--- src/include/cvsg_cfg.svh ---
`ifndef CVSG_CFG_SVH
`define CVSG_CFG_SVH

// ============================================================
// Sizes
`define CVSG_NCHAN        8
`define CVSG_CHW          3
`define CVSG_CODEW        4
`define CVSG_SMPW         14
`define CVSG_OUTW         16
`define CVSG_ACCW         18
`define CVSG_GAINW        16
`define CVSG_GAIN_SHIFT   15

// ============================================================
// Register byte offsets
`define CVSG_OFS_STAGING  12'h000
`define CVSG_OFS_COMMAND  12'h004
`define CVSG_OFS_OPTION   12'h008
`define CVSG_OFS_STATUS   12'h00C
`define CVSG_OFS_CHAN0    12'h020
`define CVSG_CHAN_STRIDE  12'h004

// ============================================================
// Command register fields
`define CVSG_CMD_LSB      0
`define CVSG_CMD_MSB      1
`define CVSG_CMD_CH_LSB   4
`define CVSG_CMD_CH_MSB   6
`define CVSG_CMD_NONE     2'h0
`define CVSG_CMD_CHAN_ATT 2'h1
`define CVSG_CMD_BALANCE  2'h2

// ============================================================
// Staging field positions
`define CVSG_LOW_LSB      0
`define CVSG_LOW_MSB      3
`define CVSG_HIGH_LSB     4
`define CVSG_HIGH_MSB     7

// ============================================================
// Reset values: code zero is 0 dB
`define CVSG_ATT_RST      4'h0
`define CVSG_STAGING_RST  8'h00

`endif

--- src/include/cvsg_pkg.sv ---
`include "cvsg_cfg.svh"

package cvsg_pkg;

  typedef logic [`CVSG_CODEW-1:0]            cvsg_code_t;
  typedef logic [`CVSG_GAINW-1:0]            cvsg_gain_t;
  typedef logic signed [`CVSG_SMPW-1:0]      cvsg_smp_t;
  typedef logic signed [`CVSG_OUTW-1:0]      cvsg_out_t;
  typedef logic signed [`CVSG_ACCW-1:0]      cvsg_acc_t;
  typedef logic [`CVSG_CHW-1:0]              cvsg_chan_t;
  typedef logic [`CVSG_NCHAN-1:0][`CVSG_CODEW-1:0] cvsg_att_arr_t;

  typedef struct packed {
    logic [7:0]    staging;
    cvsg_code_t    option_att;
    cvsg_att_arr_t chan_att;
    cvsg_att_arr_t left_att;
    cvsg_att_arr_t right_att;
    cvsg_acc_t     acc_l;
    cvsg_acc_t     acc_r;
    cvsg_out_t     out_l;
    cvsg_out_t     out_r;
    logic          clip;
    logic          pready;
    logic          pslverr;
    logic [31:0]   prdata;
  } cvsg_state_t;

endpackage : cvsg_pkg

--- src/hw/cvsg_gain_rom.sv ---
`timescale 1ns/1ps

// Attenuation code n to linear gain 10^(-n/10), unsigned Q1.15
module cvsg_gain_rom
  import cvsg_pkg::*;
(
  // Lookup
  input  cvsg_pkg::cvsg_code_t code,
  output cvsg_pkg::cvsg_gain_t gain
);

  import cvsg_pkg::*;

  // ============================================================
  // Table
  always_comb
  begin
    case (code)
      4'h0:    gain = 16'h8000;
      4'h1:    gain = 16'h65AD;
      4'h2:    gain = 16'h50C3;
      4'h3:    gain = 16'h4027;
      4'h4:    gain = 16'h32F5;
      4'h5:    gain = 16'h287A;
      4'h6:    gain = 16'h2027;
      4'h7:    gain = 16'h198A;
      4'h8:    gain = 16'h1449;
      4'h9:    gain = 16'h101D;
      4'hA:    gain = 16'h0CCD;
      4'hB:    gain = 16'h0A2B;
      4'hC:    gain = 16'h0814;
      4'hD:    gain = 16'h066A;
      4'hE:    gain = 16'h0519;
      4'hF:    gain = 16'h040C;
      default: gain = 16'h8000;
    endcase
  end

endmodule : cvsg_gain_rom

--- src/hw/cvsg_top.sv ---
// Register access over APB and the placing of the registers were decided locally.
`timescale 1ns/1ps
`include "cvsg_cfg.svh"

// Function
// - Channel-volume command loads channel attenuation
// - Sixteen codes, each step minus 2 dB
// - Channel volume uses low nibble only
// - Reset sets every channel to 0 dB
// - Balance command loads left and right attenuation
// - Left from high nibble, right low
// - Side attenuations scale each output independently
// - Output is sample times option, channel, side
// - Global option attenuates all channels together
module cvsg_top
  import cvsg_pkg::*;
(
  // Clock and reset
  input  wire logic                pclk,
  input  wire logic                presetn,
  // APB slave
  input  wire logic                psel,
  input  wire logic                penable,
  input  wire logic                pwrite,
  input  wire logic [11:0]         paddr,
  input  wire logic [31:0]         pwdata,
  output logic                     pready,
  output logic [31:0]              prdata,
  output logic                     pslverr,
  // Sample stream from voice fetch
  input  wire logic                smp_valid,
  input  wire logic                smp_last,
  input  cvsg_pkg::cvsg_chan_t     smp_chan,
  input  cvsg_pkg::cvsg_smp_t      smp_data,
  // Mixed outputs towards the converter
  output cvsg_pkg::cvsg_out_t      left_analog_out,
  output cvsg_pkg::cvsg_out_t      right_analog_out,
  output logic                     mix_clip
);

  import cvsg_pkg::*;

  localparam int NREG = 5 + `CVSG_NCHAN;

  // ============================================================
  // Address decode: index 0..3 fixed, 4.. channel readback
  function automatic logic [4:0] reg_index(input logic [11:0] a);
    logic [11:0] rel;
    rel = a - `CVSG_OFS_CHAN0;
    if (a[1:0] != 2'h0)
      reg_index = 5'h1F;
    else if (a < `CVSG_OFS_CHAN0)
      reg_index = (a[11:4] == 8'h00) ? {3'h0, a[3:2]} : 5'h1F;
    else if (rel[11:2] < 10'(`CVSG_NCHAN))
      reg_index = 5'(rel[11:2]) + 5'h04;
    else
      reg_index = 5'h1F;
  endfunction : reg_index

  // ============================================================
  // Saturate the mix to the output width
  function automatic cvsg_out_t clamp(input cvsg_acc_t v);
    if (v > cvsg_acc_t'(16'sh7FFF))
      clamp = 16'sh7FFF;
    else if (v < -cvsg_acc_t'(16'sh7FFF) - 18'sh00001)
      clamp = 16'sh8000;
    else
      clamp = v[`CVSG_OUTW-1:0];
  endfunction : clamp

  cvsg_state_t q;
  cvsg_state_t d;

  // ============================================================
  // Gain lookups: option, channel, left, right
  cvsg_code_t lut_code [4];
  cvsg_gain_t lut_gain [4];

  assign lut_code[0] = q.option_att;
  assign lut_code[1] = q.chan_att[smp_chan];
  assign lut_code[2] = q.left_att[smp_chan];
  assign lut_code[3] = q.right_att[smp_chan];

  genvar gi;
  generate
    for (gi = 0; gi < 4; gi++)
    begin : g_lut
      cvsg_gain_rom u_rom
      (
        .code (lut_code[gi]),
        .gain (lut_gain[gi])
      );
    end
  endgenerate

  // ============================================================
  // Gain chain; each gain product renormalised to Q1.15, sample products shifted back by 15
  logic [31:0]  prod_oc;
  cvsg_gain_t   gain_oc;
  logic [31:0]  prod_l;
  logic [31:0]  prod_r;
  cvsg_gain_t   gain_l;
  cvsg_gain_t   gain_r;
  logic signed [30:0] scaled_l;
  logic signed [30:0] scaled_r;
  cvsg_acc_t    contrib_l;
  cvsg_acc_t    contrib_r;

  always_comb
  begin
    prod_oc   = lut_gain[0] * lut_gain[1];
    gain_oc   = prod_oc[`CVSG_GAIN_SHIFT +: `CVSG_GAINW];
    prod_l    = gain_oc * lut_gain[2];
    prod_r    = gain_oc * lut_gain[3];
    gain_l    = prod_l[`CVSG_GAIN_SHIFT +: `CVSG_GAINW];
    gain_r    = prod_r[`CVSG_GAIN_SHIFT +: `CVSG_GAINW];
    scaled_l  = 31'(smp_data * $signed({1'b0, gain_l}));
    scaled_r  = 31'(smp_data * $signed({1'b0, gain_r}));
    contrib_l = cvsg_acc_t'(scaled_l >>> `CVSG_GAIN_SHIFT);
    contrib_r = cvsg_acc_t'(scaled_r >>> `CVSG_GAIN_SHIFT);
  end

  // ============================================================
  // Bus and mixing next state
  logic        acc_phase;
  logic        wr_take;
  logic        rd_take;
  logic [4:0]  idx;
  logic [1:0]  cmd;
  cvsg_chan_t  cmd_ch;
  cvsg_acc_t   sum_l;
  cvsg_acc_t   sum_r;
  int          ci;

  always_comb
  begin
    d         = q;
    acc_phase = psel && penable && !q.pready;
    idx       = reg_index(paddr);
    wr_take   = acc_phase && pwrite && (idx < 5'(NREG)) && idx != 5'h03;
    rd_take   = acc_phase && !pwrite && (idx < 5'(NREG));
    cmd       = pwdata[`CVSG_CMD_MSB:`CVSG_CMD_LSB];
    cmd_ch    = pwdata[`CVSG_CMD_CH_MSB:`CVSG_CMD_CH_LSB];
    sum_l     = q.acc_l + contrib_l;
    sum_r     = q.acc_r + contrib_r;
    ci        = 0;

    // One wait state: answer on the second access cycle
    d.pready  = acc_phase;
    d.pslverr = acc_phase && !(wr_take || rd_take);
    d.prdata  = 32'h0000_0000;

    if (wr_take)
    begin
      case (idx)
        5'h00: d.staging    = pwdata[7:0];
        5'h01:
        begin
          // Command write stands in for the strobe's rising edge
          if (cmd == `CVSG_CMD_CHAN_ATT)
            d.chan_att[cmd_ch] =
              q.staging[`CVSG_LOW_MSB:`CVSG_LOW_LSB];
          else if (cmd == `CVSG_CMD_BALANCE)
          begin
            d.left_att[cmd_ch]  =
              q.staging[`CVSG_HIGH_MSB:`CVSG_HIGH_LSB];
            d.right_att[cmd_ch] =
              q.staging[`CVSG_LOW_MSB:`CVSG_LOW_LSB];
          end
        end
        5'h02: d.option_att = pwdata[`CVSG_CODEW-1:0];
        default: d.option_att = q.option_att;
      endcase
    end

    if (rd_take)
    begin
      case (idx)
        5'h00: d.prdata = {24'h00_0000, q.staging};
        5'h01: d.prdata = 32'h0000_0000;
        5'h02: d.prdata = {28'h000_0000, q.option_att};
        5'h03: d.prdata = {15'h0000, q.clip, q.out_l};
        default:
        begin
          ci = int'(idx) - 4;
          d.prdata = {20'h0_0000, q.right_att[ci[2:0]],
                      q.left_att[ci[2:0]], q.chan_att[ci[2:0]]};
        end
      endcase
    end

    // Mix all channel contributions of one frame
    if (smp_valid)
    begin
      if (smp_last)
      begin
        d.out_l = clamp(sum_l);
        d.out_r = clamp(sum_r);
        d.clip  = (clamp(sum_l) != sum_l[`CVSG_OUTW-1:0]) ||
                  (sum_l != cvsg_acc_t'(clamp(sum_l))) ||
                  (sum_r != cvsg_acc_t'(clamp(sum_r)));
        d.acc_l = '0;
        d.acc_r = '0;
      end
      else
      begin
        d.acc_l = sum_l;
        d.acc_r = sum_r;
      end
    end
  end

  // ============================================================
  // State register; every attenuation resets to 0 dB
  always_ff @(posedge pclk or negedge presetn)
  begin
    if (!presetn)
    begin
      q            <= '0;
      q.staging    <= `CVSG_STAGING_RST;
      q.option_att <= `CVSG_ATT_RST;
      q.chan_att   <= {`CVSG_NCHAN{`CVSG_ATT_RST}};
      q.left_att   <= {`CVSG_NCHAN{`CVSG_ATT_RST}};
      q.right_att  <= {`CVSG_NCHAN{`CVSG_ATT_RST}};
    end
    else
      q <= d;
  end

  // ============================================================
  // Outputs straight from the state register
  assign pready           = q.pready;
  assign prdata           = q.prdata;
  assign pslverr          = q.pslverr;
  assign left_analog_out  = q.out_l;
  assign right_analog_out = q.out_r;
  assign mix_clip         = q.clip;

endmodule : cvsg_top

--- config.mk ---
export PLATFORM = sky130hd
export DESIGN_NAME = cvsg_top
export DESIGN_NICKNAME = d
export VERILOG_FILES = /design/src/include/cvsg_pkg.sv /design/src/hw/cvsg_gain_rom.sv /design/src/hw/cvsg_top.sv
export VERILOG_INCLUDE_DIRS = /design/src /design/src/include
export SDC_FILE = /design/constraint.sdc
export NUM_CORES = 2
export LEC_CHECK = 0
export BUFFER_PORTS_ARGS = -buffer_cell sky130_fd_sc_hd__buf_2
export CAP_MARGIN = 20
export CORE_MARGIN = 1.5
export CORE_UTILIZATION = 31
export CTS_CLUSTER_DIAMETER = 30
export DETAILED_ROUTE_END_ITERATION = 12
export PLACE_DENSITY = 0.49
export SLEW_MARGIN = 25
export SYNTH_ARGS = -nofsm -noshare
export SYNTH_HDL_FRONTEND = slang
export SYNTH_HIERARCHICAL = 1
export SYNTH_SLANG_ARGS = --single-unit
--- constraint.sdc ---
create_clock -name pclk -period 60 [get_ports pclk]
set_input_delay 3 -clock pclk [delete_from_list [all_inputs] [get_ports pclk]]
set_output_delay 3 -clock pclk [all_outputs]
set_load 0.05 [all_outputs]
==> impl_results.md <==
* Clk_skew at 0.02829 ns
* Clock network power share at 0.202
* Path depth of the worst reg2reg path at 88
* Final hold violation count at 0
* Starting Density at 0.3135
* PnR worst setup slack at 32.48 ns
* CTS Buf Count at 17
* Die Wd at around 410 um
* Fillers at 17,195
* Site Rows at about 150
* Crit. End Element: flop
* Most frequent CP cell: fa_1
* Crit path kind: in -> reg
* XOR/XNOR share of the synthesized area at 0.02238
* Sequential area share after synthesis at 0.09579
* Via Count at roughly 36,000
* FF/Latch Area at 4905 um2
* Simple-gate share of the synthesized area at 0.1604
* RSZ-0062 raised after global routing: no
* Synth cell types at 88
* Routed len/inst at 16.90 um
* H-tree Lvls at 4
* Worst r2r src: q[198]
* Post-synthesis cell count at 5,638
* Gpl congestion at 0.8007
* Largest net degree at the start of global routing at 76
* Crit start category: input pin
* Synth top area share at 0.3550
* Worst slew margin at 0.2696
* Post-CTS Setup Inserts at 0
* Slew @ Worst Pin at 1.096 ns
* EDFF count, synth at 0
* Top FF cell, synth: dfrtp_1
* Die area at between 150,000 and 200,000 um2
* Die H at between 400 and 500 um
* Top Ports at 135
* Sw Ratio at 0.4567
* CTS Hold Bufs at 0
* Sequential share of power at 0.290
* DRC at 0
* Total GRT Usage at 0.1614
* Worst path required time at between 60 and 70 ns
* Multi-input combinational cell area at approximately 41,000 um2
* Mux cell area share after synthesis at 0.04362
* Critical Path AT at 27.82 ns
* Internal power at ~0.00032 W
* Mapped Area at around 51,000 um2
* Share of layout cells above drive strength 1 at 0.08647
* CP Launch Point: smp_chan[0]
* Initial antenna violation count at 4
* Worst setup path end: left_analog_out[10]
* Root Buffer: clkbuf_16
* CTS Sinks at slightly below 200
* Status: finished clean
* R2r setup slk at 35.16 ns
* Crit-path max FO at 32
* Worst skew pair latency at roughly 0.47 ns
* Vias per cell at 4.706
* Largest stage delay, worst path at 0.81 ns
* Port buffer count at 95
* First-pass GRT wire length at 217,300 um
* Post-synth top area cell: fa_1
* Total chip power at a little under 0.0006 W
* Drt pass-1 iters at 5
* Net switching power of the design at approximately 0.00027 W
* Worst hold slack at 0.4697 ns
* Power density over the cells at 10.76 nW/um2
* CTS tree: built
* Top cells by area, synth: fa_1 (36%), ha_1 (14%), dfrtp_1 (9.6%), inv_1 (8.4%), and2_1 (6.5%)
* Seq cells post-synth at 196
* Reg2reg end: left_analog_out[10]
* Static Leak at between 20 and 30 nW
* Complex-gate fraction of the synthesized area at 0.06503
* Nets at 7,094
* Fmax at 36.33 MHz
* Yosys warns at 6
* WL final at 130,600 um
* Post-synthesis async set-or-reset flop share at 1.000
* Clock Path Buffers at 2
* Resized Gates After CTS at 0
* Clock-pin transition on the worst setup and hold timing paths at approximately 0.080 ns
* Maximum vdd drop at roughly 0.000025 V
* Hpwl dp at 98,620 um
* Worst slack at placement at ~31 ns
* Finished Layout Cells at 7,727
* Layout area overhead at 6.527%
* Hold Crit Class: reg -> reg
* Largest family of logic cells by synthesized area: adder cells
* Synthesized area per cell at ~9 um2
* Placed Cells at 7,694
* Vias in the first global route at 39,589
* Max Cap Violations at 0
* Total global routing overflow at 0
* Adder-cell share of the synthesized area at 0.4968
* Core area at 163,300 um2
* Final Critical Period at approximately 28 ns
* DRT iter0 DRCs at 1,513
* Routed Antenna Nets at 0
* Period Utilization, post-route at 0.4587
* Count of pins over their slew limit at 0
* Fin Setup TNS at 0 ns
* Final setup viols at 0
* Slowest cell on crit path: o31ai_1
* Logic pwr share at 0.508
metrics by stage:
stage / util / cell area [um2]
floorplan: - / 51250
global placement: 0.3299 / 53890
detailed placement: 0.3300 / 53910
CTS: 0.3337 / 54510
global route: 0.3339 / 54540
finish: 0.3339 / 54540
cells in the mapped netlist (all sizes together) (16+ instances only):
cell / number
mux2: 130
nor2: 177
nand2: 688
clkbuf: 236
o221ai: 16
and2: 538
o21ai: 80
nor2b: 35
a21o: 45
xnor2: 87
mux2i: 18
nand2b: 61
and3: 28
mux4: 26
a31oi: 16
o21a: 19
dfrtp: 196
inv: 1148
nor3: 36
ha: 580
nand3: 37
a21oi: 167
fa: 908
o21bai: 27
o22ai: 58
xor2: 34
buf: 102
metal layers:
metal,track usage,vias to the layer above,wire [um]
met4,0.02816,0,2259
met5,0,-,0
met2,0.2823,497,64720
li1,-,17032,-
met1,0.2191,18719,59690
met3,0.01306,116,3950
power by group through the flow:
stage / clock network (W) / logic, W / registers, W
2_1_floorplan: 0 / 0.000248 / 0.000167
3_3_place_gp: 0 / 0.000299 / 0.000172
3_5_place_dp: 0 / 0.000301 / 0.000173
4_1_cts: 0.000122 / 0.000303 / 0.000170
5_1_grt: 0.000126 / 0.000333 / 0.000173
6_report: 0.000119 / 0.000298 / 0.000170
worst min-delay path by stage:
stage	from	end	slack, ns	cells after the start
2_1_floorplan	right_analog_out[15]	right_analog_out[15]	0.45	2
3_3_place_gp	pready	pslverr	0.45	1
3_5_place_dp	pready	pslverr	0.46	1
4_1_cts	pready	pslverr	0.47	1
5_1_grt	pready	pslverr	0.49	1
6_report	pready	pslverr	0.47	1
cell usage in the layout, fill, tap and decap left out, drive strengths merged, types with 58 or more instances in the layout:
| cell type | count |
|---|---|
| o21ai | 80 |
| inv | 1155 |
| a21oi | 167 |
| buf | 204 |
| dfrtp | 196 |
| nand2b | 61 |
| mux2 | 130 |
| nand2 | 688 |
| nor2 | 177 |
| xnor2 | 87 |
| fa | 908 |
| and2 | 538 |
| ha | 580 |
| o22ai | 58 |
layout make-up:
cell class                 count  area share
multi-input combinational   3970      0.7459
inverter                    1148     0.07901
clock inverter                15    0.003257
timing repair buffer         205     0.02413
sequential                   196     0.08992
clock buffer                  17    0.007800
antenna                        1  0.00004588
tap                         2175     0.04989
logic make-up after synthesis:
group                      count (synthesis)
DFF                                      196
AOI/OAI and AO/OA                        508
adders and majority gates               1488
muxes                                    174
other                                      1
xor gates and xnor gates                 124
buffers and inverters                   1486
and+or+nand+nor                         1661
worst max-delay path: cells and delay by family:
family	cells	cell delay, ns
adder cells (fa/ha/maj)	22	9.76
AND/OR/NAND/NOR	16	2.67
buffers and inverters	17	2.45
multiplexers	2	1.06
AO/OA/AOI/OAI	28	7.32
XOR/XNOR	4	1.48
state kept, by name, indices dropped and copies added, names as in the netlist:
signal,cells
right_analog_out,16
pready,1
mix_clip,1
q,140
left_analog_out,16
pslverr,1
lut_code,4
prdata,17
No activity file was read; power rests on OpenSTA's default activity.
